===== config.mk =====
export PLATFORM = sky130hd
export DESIGN_NAME = frgl_host_flat
export DESIGN_NICKNAME = d
export VERILOG_FILES = /design/src/frgl_pkg.sv /design/src/frgl_if.sv /design/src/frgl_host.sv /design/src/flat_wrapper.sv
export VERILOG_INCLUDE_DIRS = /design/src
export SDC_FILE = /design/constraint.sdc
export NUM_CORES = 1
export LEC_CHECK = 0
export ABC_CLOCK_PERIOD_IN_PS = 3400
export BUFFER_PORTS_ARGS = -buffer_cell sky130_fd_sc_hd__buf_4
export CAP_MARGIN = 20
export CORE_ASPECT_RATIO = 0.5
export CORE_MARGIN = 5
export CORE_UTILIZATION = 50
export CTS_BUF_LIST = sky130_fd_sc_hd__clkbuf_4 sky130_fd_sc_hd__clkbuf_8
export DETAILED_ROUTE_END_ITERATION = 10
export PLACE_DENSITY = 0.78
export SLEW_MARGIN = 20
export SYNTH_ARGS = -nofsm -noshare
export SYNTH_HDL_FRONTEND = slang
export SYNTH_SLANG_ARGS = --single-unit

===== constraint.sdc =====
create_clock -name mclk -period 3.4 [get_ports mclk]
set_clock_uncertainty 0.2 [all_clocks]
set_input_delay 0.68 -clock mclk [delete_from_list [all_inputs] [get_ports mclk]]
set_output_delay 0.68 -clock mclk [all_outputs]
set_load 0.005 [all_outputs]

===== src/frgl_params.svh =====
// constants of the fast receive gain serial loader
// assumes inclusion by both ends, the package and the bench
`ifndef FRGL_PARAMS_SVH
`define FRGL_PARAMS_SVH
`define FRGL_FRAME_BITS 12
`define FRGL_GAIN_LSB 0
`define FRGL_GAIN_BITS 10
`define FRGL_CORNER_LSB 10
`define FRGL_CORNER_BITS 2
`define FRGL_CNT_BITS 4
`define FRGL_REG_GAIN_RST 12'h000
`define FRGL_CLK_DIV 5
`define FRGL_OFS_CTRL 4'h0
`define FRGL_OFS_DATA 4'h4
`define FRGL_OFS_STAT 4'h8
`define FRGL_OFS_GAIN 4'hC
`endif


===== src/frgl_pkg.sv =====
// types used by the controller end
// assumes frgl_params.svh beside it
`include "frgl_params.svh"
package frgl_pkg;
  typedef logic [`FRGL_FRAME_BITS-1:0] frgl_word_t;
  typedef enum logic [1:0] {FRGL_IDLE, FRGL_SETUP, FRGL_SHIFT, FRGL_DONE} frgl_hst_t;
endpackage


===== src/frgl_if.sv =====
// link between the gain loader device and its controller
// assumes the controller makes the serial clock
`timescale 1ns/1ps
interface frgl_if;
  logic serClk;
  logic busSelect;
  logic gainData;
  modport dev (input serClk, input busSelect, input gainData);
  modport host (output serClk, output busSelect, output gainData);
endinterface


===== src/frgl_host.sv =====
// controller end: avalon-mm slave that shifts gain frames out
// assumes mclk at 125 MHz; link clock derived by divider
`timescale 1ns/1ps
`include "frgl_params.svh"
module frgl_host #(
  parameter int CLK_DIV = `FRGL_CLK_DIV
) (
  input  wire logic        mclk,
  input  wire logic        rst,
  input  wire logic [3:0]  avsAddress,
  input  wire logic        avsRead,
  input  wire logic        avsWrite,
  input  wire logic [31:0] avsWritedata,
  output logic      [31:0] avsReaddata,
  output logic             avsWaitrequest,
  frgl_if.host             link
);
  typedef struct packed {
    frgl_pkg::frgl_hst_t st;
    logic [7:0]  div;
    logic [3:0]  cnt;
    frgl_pkg::frgl_word_t sh;
    frgl_pkg::frgl_word_t last;
    logic        fastMode;
    logic        sclk;
    logic        sel;
    logic        dat;
    logic [31:0] rd;
    logic        ack;
  } frgl_hstate_t;
  frgl_hstate_t s_r, s_nxt;
  logic busy;
  assign busy = (s_r.st != frgl_pkg::FRGL_IDLE);
  always_comb begin
    s_nxt = s_r;
    s_nxt.ack = 1'b0;
    // first cycle latches read data; writes commit only when waitrequest is low
    if ((avsRead || avsWrite) && !s_r.ack) begin
      s_nxt.ack = 1'b1;
      s_nxt.rd = 32'h0000_0000;
      if (avsRead) begin
        unique case (avsAddress)
          `FRGL_OFS_CTRL: s_nxt.rd = {31'h0, s_r.fastMode};
          `FRGL_OFS_STAT: s_nxt.rd = {31'h0, busy};
          `FRGL_OFS_GAIN: s_nxt.rd = {20'h0, s_r.last};
          default:        s_nxt.rd = 32'h0000_0000;
        endcase
      end
    end
    if (avsWrite && s_r.ack) begin
      if (avsAddress == `FRGL_OFS_CTRL) begin
        s_nxt.fastMode = avsWritedata[0];
      end else if (avsAddress == `FRGL_OFS_DATA && !busy && s_r.fastMode) begin
        s_nxt.sh   = avsWritedata[`FRGL_FRAME_BITS-1:0];
        s_nxt.last = avsWritedata[`FRGL_FRAME_BITS-1:0];
        s_nxt.st   = frgl_pkg::FRGL_SETUP;
        s_nxt.div  = 8'h00;
        s_nxt.sel  = 1'b1;
      end
    end
    unique case (s_r.st)
      frgl_pkg::FRGL_IDLE: ;
      frgl_pkg::FRGL_SETUP: begin
        s_nxt.div = s_r.div + 8'h01;
        if (s_r.div == 8'(CLK_DIV - 1)) begin
          s_nxt.div = 8'h00;
          s_nxt.dat = s_r.sh[0];
          s_nxt.sh  = s_r.sh >> 1;
          s_nxt.cnt = 4'h0;
          s_nxt.st  = frgl_pkg::FRGL_SHIFT;
        end
      end
      frgl_pkg::FRGL_SHIFT: begin
        s_nxt.div = s_r.div + 8'h01;
        if (s_r.div == 8'(CLK_DIV - 1)) begin
          s_nxt.div  = 8'h00;
          s_nxt.sclk = ~s_r.sclk;
          if (s_r.sclk) begin
            s_nxt.dat = s_r.sh[0];
            s_nxt.sh  = s_r.sh >> 1;
          end else begin
            s_nxt.cnt = s_r.cnt + 4'h1;
            if (s_r.cnt == 4'(`FRGL_FRAME_BITS - 1)) s_nxt.st = frgl_pkg::FRGL_DONE;
          end
        end
      end
      frgl_pkg::FRGL_DONE: begin
        s_nxt.div = s_r.div + 8'h01;
        if (s_r.div == 8'(CLK_DIV - 1)) begin
          s_nxt.sclk = 1'b0;
          s_nxt.sel  = 1'b0;
          s_nxt.st   = frgl_pkg::FRGL_IDLE;
        end
      end
    endcase
    if (rst) s_nxt = '0;
  end
  always_ff @(posedge mclk) begin
    s_r <= s_nxt;
  end
  assign avsWaitrequest = (avsRead || avsWrite) && !s_r.ack;
  assign avsReaddata    = s_r.rd;
  assign link.serClk    = s_r.sclk;
  assign link.busSelect = s_r.sel;
  assign link.gainData  = s_r.dat;
endmodule // frgl_host


===== src/flat_wrapper.sv =====
// flat-port wrapper written by rule: the top's interface ports become plain ports
module frgl_host_flat 
#(
  parameter int CLK_DIV = `FRGL_CLK_DIV
)
  (mclk, rst, avsAddress, avsRead, avsWrite, avsWritedata, avsReaddata, avsWaitrequest, link_serClk, link_busSelect, link_gainData);
  frgl_if link_i ();
  input  wire logic mclk;
  input  wire logic rst;
  input  wire logic [3:0] avsAddress;
  input  wire logic avsRead;
  input  wire logic avsWrite;
  input  wire logic [31:0] avsWritedata;
  output logic      [31:0] avsReaddata;
  output logic avsWaitrequest;
  output wire logic [$bits(link_i.serClk)-1:0] link_serClk;
  output wire logic [$bits(link_i.busSelect)-1:0] link_busSelect;
  output wire logic [$bits(link_i.gainData)-1:0] link_gainData;
  assign link_serClk = link_i.serClk;
  assign link_busSelect = link_i.busSelect;
  assign link_gainData = link_i.gainData;
  frgl_host #(.CLK_DIV(CLK_DIV)) u_core (.mclk(mclk), .rst(rst), .avsAddress(avsAddress), .avsRead(avsRead), .avsWrite(avsWrite), .avsWritedata(avsWritedata), .avsReaddata(avsReaddata), .avsWaitrequest(avsWaitrequest), .link(link_i));
endmodule

Word level (Yosys, flattened, before mapping)
Index checks and enable logic that the tools add are counted.
Widths: inputs -> output; s select.
{"block": "word_totals", "inputBits": 40, "word_cells": 78, "ff_bits": 75}
{"block": "op_classes", "n_addsub": 2, "reduce_logical": 19, "eq_ne": 14, "bitwise_logic": 2, "n_mux": 30}
{"operator": "$mux 26", "n": 2}
{"operator": "$mux 24", "n": 2}
{"operator": "$pmux 12 s3", "n": 1}
{"operator": "$pmux 16 s2", "n": 1}
{"operator": "$mux 10", "n": 3}
{"operator": "$pmux 10 s3", "n": 1}
{"operator": "$mux 25", "n": 1}
{"operator": "$mux 12", "n": 2}
{"operator": "$eq 4x4->1 const B", "n": 3}
{"operator": "$mux 1", "n": 10}
{"operator": "$reduce_and 3->1", "n": 3}
{"operator": "$add 8x1->8 const B", "n": 1}
{"operator": "$eq 8x3->1 const B", "n": 1}
{"operator": "$mux 2", "n": 4}
{"operator": "$ne 2x1->1 const B", "n": 4}
{"operator": "$reduce_and 4->1", "n": 2}
{"operator": "$reduce_bool 4->1", "n": 2}
{"operator": "$reduce_bool 2->1", "n": 3}
{"operator": "$add 4x1->4 const B", "n": 1}
{"operator": "$eq 2x2->1 const B", "n": 2}
{"operator": "$eq 4x3->1 const B", "n": 1}
{"operator": "$logic_and 1x1->1", "n": 4}
{"operator": "$logic_not 4->1", "n": 1}
{"operator": "$mux 4", "n": 1}
{"operator": "8 further kinds", "n": 11}

Depth between registers and ports, before layout
Gate-level depths: netlist of the first run.
{"block": "logic_depth", "ltp_word": 11, "depth_mapped": 8, "mapped_depth_nobuf": 6}

Worst setup path before layout of the first run
Ideal clock, no wire load.
{"block": "synth_path", "kind": "flip-flop to flip-flop", "from": "register u_core.s_r[65] in the netlist's numbering", "to": "register u_core.s_r[67] in the netlist's numbering", "t_arrival_ns": 1.855, "synth_period_minus_slack_ns": 2.179, "slack_ns": 1.221, "path_stages_with_launch": 9, "setup_time_ns": 0.124, "required_ns": 3.076, "cell_sequence": "dfxtp_1 inv_1 ha_1 or4b_4 buf_6 or3_1 buf_2 a31oi_1 o22ai_1"}
{"block": "synth_via", "elab_chain_len": 3, "word_cells_on_any_way": 5}
{"item": "start, declared", "line": "frgl_host.sv:31", "text": "frgl_hstate_t s_r, s_nxt;"}
{"item": "start signal, assigned", "line": "frgl_host.sv:99", "text": "s_r <= s_nxt;"}
{"item": "$add 8x1->8 or $eq 8x3->1 (tied branches)"}
{"item": "$mux 26, on equally long branches", "line": "frgl_host.sv:75, frgl_host.sv:65"}
{"item": "$pmux 10 s3 *", "line": "frgl_host.sv:61", "text": "unique case (s_r.st)"}
Mark *: on every way between the ends. The rest lies on a longest branch, timed or not. The select of a mux whose other input is x is not followed.
A chain may end at the register's enable or synchronous reset.

Worst setup path after layout of the first run
{"block": "layout_path", "from": "register u_core.s_r[73] in the netlist's numbering", "to": "register u_core.s_r[64] in the netlist's numbering"}
{"block": "layout_via", "elab_chain_len": 3, "word_cells_on_any_way": 8}
{"item": "$eq 2x2->1 or $eq 2x1->1 (tied branches)", "line": "frgl_host.sv:61"}
{"item": "$ne 2x2->1 (no source line) (tied with other cells)"}
{"item": "$reduce_and 4->1 (no source line)"}
Parallel ways exist; a longest one is shown, timed or not.

==> results of run 1 <==
## sequential cells by signal, summed over array words and instances, names as in the netlist
register and count:
u_core.s_r 40, u_core.avsReaddata 12, u_core.link.busSelect 1, u_core.link.gainData 1, u_core.link.serClk 1
## metrics by stage
stage               std cells  hold WS, ns  setup WS (ns)  util, %  instance area [um^2]
detailed placement        431        0.250          0.867     53.0                  3160
global placement          431        0.242          0.894     53.0                  3160
CTS                       439        0.266          0.854     54.6                  3250
floorplan                 364        0.231           1.22        -                  3090
finish                    439        0.265          0.822     54.6                  3250
global route              439        0.289          0.590     54.6                  3250
## path summary, 6_finish.rpt
check / start / end / slack (ns)
max: u_core.s_r[73] / u_core.s_r[64] / 0.82
min: u_core.s_r[46] / u_core.s_r[46] / 0.26
max reg2reg: u_core.s_r[73] / u_core.s_r[64] / 0.82
min reg2reg: u_core.s_r[46] / u_core.s_r[46] / 0.26
## final cells by class
cell class | instances | area (um^2)
inverters | 15 | 56.3
flip-flops and latches | 55 | 1100
multi-input cells | 244 | 1600
repair buffers | 40 | 300
fillers | 530 | 2710
well taps | 77 | 96.3
clock buffers | 5 | 68.8
clock inverters | 3 | 25.0
## kinds of logic after synthesis
logic type      count (synthesis)
simple gates                  115
flops                          55
compound gates                 87
fa+ha+maj                       8
mux                            14
other cells                     1
buf+inv                        65
## power breakdown
group          leakage [nW]  internal, mW  switching [mW]
clock network        0.0452         0.151           0.226
logic                 0.721        0.0214          0.0320
registers             0.443         0.645        0.000927
## metal layers
layer | share of wire, % | vias to the layer above | track usage [%]
li1 | - | 1234 | -
met1 | 44 | 1229 | 21.7
met2 | 48 | 85 | 29.1
met3 | 6.4 | 7 | 4.01
met4 | 1.2 | 0 | 4.99
met5 | 0 | - | 0
## placed cells by master, fill, tap and decap left out, types with 6 or more instances in the layout
master,n
a21oi_1,24
a221oi_2,7
a22o_1,10
a31oi_1,6
buf_4,40
conb_1,20
dfxtp_1,55
ha_1,8
inv_1,15
mux2i_1,14
nand2_1,47
nand3_1,7
nor2_1,14
o211ai_1,6
o21ai_0,8
or4_1,7
## worst max-delay path, cell delays in order (launching register included)
cell and delay (ns):
dfxtp_1 0.36, inv_1 0.12, ha_1 0.57, nor2b_1 0.29
o211ai_1 0.27, or4_1 0.57, a21oi_1 0.14
==> out/metrics.cfg, run 1 <==
[logic_synthesis]
synth_commonest_cells=55 x dfxtp_1, 47 x nand2_1, 32 x buf_4, 24 x a21oi_1, 15 x inv_1
synth-edff-count=0
ys_ff_latch=55
synthAdderAreaFrac_pct=3.32
synth_area_leaders=dfxtp_1 37%, buf_4 8.0%, nand2_1 5.9%
netlist_instances=345
syn_area_mm2=0.00301
synth_top_cell_by_area=dfxtp_1
synth.avg_cell_area_um2=8.74
ys_warn_count=0
yosysSeqAreaShare_pct=36.5
synth_compound_area_share_pct=21.3
synth_cell_type_count=54
synth_top_area_share_pct=36.5
ys.flop_type=dfxtp_1
synth_top_family_by_area=simple AND/OR/NAND/NOR gates
post-synth-top-count-cell=dfxtp_1
async_flop_share_pct=0
synthSimpleGateAreaFrac_pct=21.4
yosys.area_share.xor_xnor_pct=0
muxShareOfSynthArea_pct=4.65

[placed_design]
globalplace.congestion=0.901
dpl.hpwl_um=4770
port_buffers=35

[clock_tree]
path_clk_slew_ns=0.11
clk_path_buf_depth=2
ctsResizeCount=0
ctsHoldBuffers=0
cts_tree=built
cts_root_buf=clkbuf_8
numClockSinks=55
htree_levels=2
cts_buffers=5
insertion_delay_ns=0.31
cts_setup_buffers=0

[cells_and_area]
num_antenna_cells=0
nets=409
syn2layout_area_growth_pct=7.80
drive_above_1_share_pct=19.1

[hold_path]
holdPathStages=2
hp-class=register to register

[outcome]
outcome=finished clean

[critical_path]
required_ns=3.44
start_kind=register
crit_type=register to register
r2r_cells=6
path_max_fanout=19
arrival_ns=2.62
worst_setup_path_end_kind=register

[timing]
rsz0062_at_grt=no
finalCritPeriodShare_pct=75.8
slew_violations=0
hold_viol=0
setup_viol=0
worst_pin_slew_ns=0.872
fmax_mhz=388
maxSlewHeadroom_pct=41.7
fin_setup_tns_ns=0
fin_crit_ns=2.58

[detailed_routing]
avgRoutedWirePerCell_um=15.1
ant_nets=0
remaining_drc_errors=0
via_per_inst=5.82
wl_um=6610
drt_first_pass_iters=4
via_count=2555
drt_iter0_markers=156

[floorplan]
start_util_pct=50.6
core_mm2=0.00596
io_pins=76
rows=20
dieArea_mm2=0.00778
die_x_um=120
chipHeight_um=64.9

[pwr]
pwr_density_cell_mw_per_mm2=331
vdd_drop_max_mv=0.138
fin_total_pwr_mw=1.08
p_leak_nw=1.21

[global_route]
overflow=0
antenna_found_initial=0
grt_pass1_wl_um=11200
grt_max_degree=42
grt_pass1_vias=2427
grt_use_total_pct=17.1

[job]
maxCapViolations=0

No activity file was read; power rests on OpenSTA's default activity.
==> run 2, diff against run 1 <==
- ABC_AREA: not set -> 1
- ABC_CLOCK_PERIOD_IN_PS: 3400 -> 2100
- PLACE_DENSITY: 0.78 -> 0.8
- clock period: 3.4 -> 2.1 ns (I/O delays scaled with it)
==> run 2 against run 1 <==
Critical path depth is 5 higher. Count of clock-buffer cells in the layout did not move. Hold slack lost 0.096 ns. Via count up 26%. Synthesized cell count up 47%. Non-clock buffer count rose by 17. Wire length is 14% higher. Clock power increased by 87%. Cell count grew 43%. Critical path type unchanged. Critical endpoint is now u_core.s_r[50].
==> out/metrics.cfg, run 2 <==
[outcome]
outcome=finished clean

[placed_design]
dpl.hpwl_um=5530  ; +16%
port_buffers=35  ; unchanged
globalplace.congestion=0.837  ; -7.0%

[cells_and_area]
fin_util_pct=56.4  ; +1.8 points
syn2layout_area_growth_pct=11.1
final_common_cell=nand2_1
num_antenna_cells=0  ; unchanged
drive_above_1_share_pct=15.1  ; -3.9 points
largest_reg_flops=40  ; unchanged
nets=583  ; +43%
final_cell_mix=123 x nand2_1, 78 x nand3_1, 57 x inv_1, 57 x buf_4, 55 x dfxtp_1
num-fill-cells=618  ; +17%
regMostFlops=u_core.s_r

[detailed_routing]
wl_um=7560  ; +14%
via_count=3216  ; +26%
drt_first_pass_iters=4  ; unchanged
avgRoutedWirePerCell_um=12.0  ; -20%
via_per_inst=5.12  ; -12%
ant_nets=0  ; unchanged
remaining_drc_errors=0  ; unchanged
drt_iter0_markers=253  ; +62%

[clock_tree]
clk_path_buf_depth=2  ; unchanged
htree_levels=2  ; unchanged
cts_buffers=5  ; unchanged
ctsHoldBuffers=0  ; unchanged
path_clk_slew_ns=0.10  ; about the same
cts_root_buf=clkbuf_8
cts_tree=built
insertion_delay_ns=0.31  ; about the same
numClockSinks=55  ; unchanged

[hold_path]
hold_start=avsWritedata[11]
whs_endpoint=u_core.s_r[48]
holdPathStages=3  ; +1
hp-class=input pin to register

[critical_path]
r2r_cells=11  ; +5
path_max_fanout=10  ; -9
cp_common_cell=inv_1
path_cells=inv_1 > ha_1 > nand3_2 > nor2_4 > inv_1 > buf_4 > nand3_1 > nand2_1 > nand3_1 > nand2_1 > inv_1
crit_type=register to register
regToRegStartpoint=u_core.s_r[65]
worst_setup_path_end_kind=register
rrSetupSlack_ns=0.13  ; -0.69 ns
start_kind=register
rr_endpoint=u_core.s_r[50]
cp_slowest_cell=dfxtp_1
slowest_delay_ns=0.34  ; -0.23 ns
arrival_ns=2.04  ; -0.58 ns
required_ns=2.17  ; -1.27 ns

[timing]
maxSlewHeadroom_pct=53.3  ; +12 points
fmax_mhz=507  ; +31%
fin_setup_tns_ns=0  ; unchanged
rsz0062_at_grt=no
finalCritPeriodShare_pct=93.8  ; +18 points
setup_viol=0  ; unchanged
fin_crit_ns=1.97  ; -0.607 ns
slew_violations=0  ; unchanged
worst_pin_slew_ns=0.697  ; -0.175 ns
hold_viol=0  ; unchanged

[logic_synthesis]
ys.flop_type=dfxtp_1
synth_top_area_share_pct=33.0  ; -3.5 points
synth-edff-count=0  ; unchanged
synth_area_leaders=dfxtp_1 33%, nand2_1 14%, nand3_1 12%
yosysSeqAreaShare_pct=33.0  ; -3.5 points
synth_cell_type_count=34  ; -37%
ys_warn_count=0  ; unchanged
async_flop_share_pct=0  ; unchanged
netlist_instances=508  ; +47%
synth.avg_cell_area_um2=6.56  ; -25%
syn_area_mm2=0.00333  ; +11%
ys_ff_latch=55  ; unchanged
synth_commonest_cells=125 x nand2_1, 78 x nand3_1, 59 x inv_1, 55 x dfxtp_1, 43 x nor2_1
synth_top_cell_by_area=dfxtp_1
post-synth-top-count-cell=nand2_1

[floorplan]
chipHeight_um=67.7  ; +4.4%
rows=21  ; +5.0%
die_x_um=125  ; +4.7%
dieArea_mm2=0.00850  ; +9.3%
start_util_pct=50.7  ; +0.13 points
core_mm2=0.00657  ; +10%
io_pins=76  ; unchanged

[global_route]
grt_max_degree=29  ; -31%
grt_pass1_vias=2884  ; +19%
grt_pass1_wl_um=12900  ; +16%
grt_use_total_pct=18.3  ; +1.3 points
overflow=0  ; unchanged
antenna_found_initial=0  ; unchanged

[pwr]
pwr_density_cell_mw_per_mm2=578  ; +75%
vdd_drop_max_mv=0.299  ; +120%
p_leak_nw=1.89  ; +56%

[job]
maxCapViolations=0  ; unchanged

[run 2: cell count changes in the layout (fill, tap and decap cells not counted), sizes merged, moves of 4 or more]
| cell | before | now |
|---|---|---|
| nand2 | 47 | 128 |
| nand3 | 8 | 80 |
| inv | 17 | 62 |
| nor2 | 14 | 44 |
| buf | 40 | 57 |
| a21oi | 24 | 37 |
| mux2i | 14 | 1 |
| a221oi | 12 | 0 |
| a32oi | 0 | 11 |
| a22o | 10 | 0 |
| or4 | 7 | 0 |
| a31oi | 6 | 0 |
| o211ai | 6 | 1 |
| o22ai | 5 | 1 |
[run 2: report_power, final]
| group | internal (mW) | switching, mW | total [mW] |
|---|---|---|---|
| registers | 1.07 | 0.0207 | 1.09 |
| logic | 0.133 | 0.213 | 0.346 |
| clock network | 0.356 | 0.351 | 0.706 |
| total | 1.56 | 0.585 | 2.14 |
[run 2: cells by family (layout without fill, tap and decap cells)]
family,Yosys count,in the layout,share of synthesized area [%]
AND/OR/NAND/NOR,263,263,34.3
XOR/XNOR,4,4,1.05
adder cells (fa/ha/maj),8,8,3.00
flip-flops,55,55,33.0
buffers and inverters,118,127,17.9
other,1,20,0.113
AO/OA/AOI/OAI,58,58,10.3
multiplexers,1,1,0.300
[run 2: worst max path at each step]
stage,from,to
finish,u_core.s_r[65],u_core.s_r[50]
global route,u_core.s_r[65],u_core.s_r[50]
CTS,u_core.s_r[73],u_core.s_r[70]
detailed placement,u_core.s_r[73],u_core.s_r[70]
global placement,u_core.s_r[73],u_core.s_r[50]
floorplan,u_core.s_r[73],u_core.s_r[69]
[run 2: repair_timing]
item                       CTS  global route
gates resized for setup      0             5
setup endpoints to repair    0            19
hold endpoints to repair     0             0
buffers inserted             0             1
[run 2: final cells by class]
| class | count | area (um^2) | share of cell area, % |
|---|---|---|---|
| Sequential cell | 55 | 1100 | 29.7 |
| Clock buffer | 5 | 68.8 | 1.86 |
| Timing Repair Buffer | 57 | 428 | 11.6 |
| Multi-Input combinational cell | 354 | 1720 | 46.3 |
| Clock inverter | 3 | 43.8 | 1.18 |
| Tap cell | 92 | 115 | 3.11 |
| Inverter | 62 | 233 | 6.28 |
[run 2: metrics by stage]
stage,total power [mW],hold slack (ns),std cells,setup slack (ns),area [um^2]
after CTS,2.15,0.166,627,0.0775,3690
final,2.14,0.168,628,0.129,3700
after global routing,2.25,0.189,628,0.0136,3700
after detailed placement,1.45,0.255,619,0.103,3580
after floorplan,1.37,0.238,527,0.257,3400
after global placement,1.44,0.235,619,0.146,3580
[run 2: per-layer routing]
metal / GRT usage, % / part of all wire [%] / vias up
met5: 0 / 0 / -
met4: 6.22 / 1.1 / 0
li1: - / - / 1626
met3: 3.40 / 8.3 / 8
met1: 23.3 / 45 / 1453
met2: 32.0 / 46 / 129
[run 2: critical path, delay by kind of cell (launching register included)]
family | cells | cell delay [ns]
AND/OR/NAND/NOR | 6 | 0.61
buffers and inverters | 4 | 0.60
flip-flops | 1 | 0.34
adder cells (fa/ha/maj) | 1 | 0.18
==> run 3, diff against run 2 <==
- CORE_UTILIZATION: 50 -> 51
- PLACE_DENSITY: 0.8 -> 0.81
==> run 3 against run 2 <==
Sequential share of layout area about the same. Via count down 1.3%. Total power down 4.2%. Cell count down 0.48%. Register-to-register slack better by 0.03 ns. Final area about the same. First-iteration DRC count up 27%. Non-clock buffer count up 1. Largest cell class unchanged. Critical path type unchanged.
==> out/metrics.cfg, run 3 (synthesized netlist as in run 2, its figures left out) <==
[clock_tree]
cts_buffers=5  ; unchanged
cts_tree=built
clk_path_buf_depth=2  ; unchanged
insertion_delay_ns=0.31  ; about the same
htree_levels=2  ; unchanged
ctsHoldBuffers=0  ; unchanged
path_clk_slew_ns=0.10  ; about the same
numClockSinks=55  ; unchanged
cts_root_buf=clkbuf_8

[pwr]
p_leak_nw=1.89  ; +0.25%
pwr-share-comb_pct=17.1  ; +1.0 points
pwr_density_cell_mw_per_mm2=554  ; -4.2%
switching_share_pct=28.8  ; +1.5 points
internal_power_mw=1.46  ; -6.2%
fin_total_pwr_mw=2.05  ; -4.2%
p_switching_mw=0.592  ; +1.2%
p_clk_share_pct=29.8  ; -3.2 points
seqPwrFrac_pct=53.1  ; +2.2 points
vdd_drop_max_mv=0.253  ; -16%

[timing]
maxSlewHeadroom_pct=52.2  ; -1.1 points
finalCritPeriodShare_pct=92.3  ; -1.5 points
fin_crit_ns=1.94  ; -0.0318 ns
worst_pin_slew_ns=0.714  ; +0.0166 ns
slew_violations=0  ; unchanged
hold_viol=0  ; unchanged
fmax_mhz=516  ; +1.6%
setup_viol=0  ; unchanged
whs_ns=0.167  ; -0.00125 ns

[critical_path]
required_ns=2.12  ; -0.05 ns
start_kind=register
path_delay_family=simple AND/OR/NAND/NOR gates
cp_slowest_cell=dfxtp_1
regToRegStartpoint=u_core.s_r[73]
rrSetupSlack_ns=0.16  ; +0.03 ns
path_cells=inv_1 > ha_2 > nand2_1 > nor2_2 > nand2_4 > buf_6 > nand2_1 > nand3_1 > nand2_1 > nand3_1 > nand2_1 > inv_1
arrival_ns=1.96  ; -0.08 ns
worst_setup_path_end_kind=register
crit_type=register to register
cp_common_cell=nand2_1
critPathBufInv=3  ; -1
crit_start=u_core.s_r[73]
path_max_fanout=14  ; +4
slowest_delay_ns=0.35  ; about the same

[cells_and_area]
drive_above_1_share_pct=15.3  ; +0.16 points
final_common_cell=nand2_1
largest_reg_flops=40  ; unchanged
num_antenna_cells=0  ; unchanged
num-fill-cells=594  ; -3.9%
regArea_mm2=0.00110  ; unchanged
nets=584  ; +0.17%
regMostFlops=u_core.s_r
final_cell_mix=124 x nand2_1, 78 x nand3_1, 59 x inv_1
postLayoutCellArea_mm2=0.00371  ; about the same
multi_input_area_mm2=0.00173  ; +0.88%
syn2layout_area_growth_pct=11.2  ; about the same

[detailed_routing]
drt_first_pass_iters=4  ; unchanged
remaining_drc_errors=0  ; unchanged
via_count=3173  ; -1.3%
via_per_inst=5.08  ; -0.86%
drt_iter0_markers=322  ; +27%
ant_nets=0  ; unchanged
wl_um=7560  ; -0.12%
avgRoutedWirePerCell_um=12.1  ; +0.36%

[placed_design]
place_area_mm2=0.00358  ; about the same
dpl.hpwl_um=5460  ; -1.4%
globalplace.congestion=0.862  ; +2.9%
port_buffers=35  ; unchanged

[floorplan]
io_pins=76  ; unchanged
rows=20  ; -4.8%
start_util_pct=53.7  ; +3.0 points
dieArea_mm2=0.00835  ; -1.7%
core_mm2=0.00621  ; -5.5%
chipHeight_um=67.2  ; -0.84%
die_x_um=124  ; -0.90%

[hold_path]
hold_start=avsWritedata[11]
hp-class=input pin to register

[global_route]
grt_max_degree=29  ; unchanged
grt_pass1_vias=2871  ; -0.45%
antenna_found_initial=0  ; unchanged
grt_use_total_pct=17.8  ; -0.52 points
overflow=0  ; unchanged
grt_pass1_wl_um=12600  ; -2.4%

[job]
maxCapViolations=0  ; unchanged

[outcome]
outcome=finished clean

-- run 3: cell count changes in the layout (fill, tap and decap cells not counted), moves of 2 or more --
| cell | delta |
|---|---|
| inv_1 | +2 |
| nor2_1 | -2 |
| nand2_2 | -2 |
| inv_2 | -2 |
-- run 3: per-stage QoR --
step / setup WS [ns] / std cells / TNS, ns / utilization [%]
final: 0.161 / 625 / 0 / 59.7
after global routing: -0.00844 / 625 / -0.00844 / 59.7
after CTS: 0.0807 / 624 / 0 / 59.2
after detailed placement: -0.0209 / 616 / -0.0563 / 57.7
after global placement: 0.0167 / 616 / 0 / 57.7
after floorplan: 0.257 / 527 / 0 / -
-- run 3: worst paths after layout --
check / endpoint / depth (start not counted)
setup reg to reg: u_core.s_r[57] / 12
hold / removal: u_core.s_r[48] / 3
hold reg to reg: u_core.s_r[44] / 2
setup / recovery: u_core.s_r[57] / 12
-- run 3: metal layers --
layer	part of all wire, %	wire length (um)	global-route usage (%)	up-vias
met3	8.7	658	3.95	7
met4	0.69	52	4.51	0
met5	0	0	0	-
met1	45	3410	22.2	1428
li1	-	-	-	1627
met2	45	3430	32.1	111
-- run 3: tightest hold or removal path: stages --
cell and delay (ns):
buf_4 0.08, nand2_1 0.05, o22ai_1 0.09
-- run 3: power by group through the flow --
stage / sequential (mW) / combinational [mW] / clock [mW]
finish: 1.09 / 0.350 / 0.612
global route: 1.09 / 0.401 / 0.672
CTS: 1.09 / 0.345 / 0.630
detailed placement: 1.11 / 0.342 / 0
global placement: 1.11 / 0.337 / 0
floorplan: 1.11 / 0.266 / 0
-- run 3: final cells by class --
| class | instances | area share (%) |
|---|---|---|
| inverter | 62 | 6.28 |
| clock buffer | 6 | 2.06 |
| multi-input combinational | 354 | 46.7 |
| tap | 88 | 2.97 |
| timing repair buffer | 58 | 11.9 |
| clock inverter | 2 | 0.439 |
| sequential | 55 | 29.7 |
-- run 3: repair_timing --
item / CTS / global route
resized for setup: 1 / 7
endpoints found under the setup margin: 9 / 15
setup buffers: 0 / 1
pin swaps: 0 / 1
endpoints found under the hold margin: 0 / 0
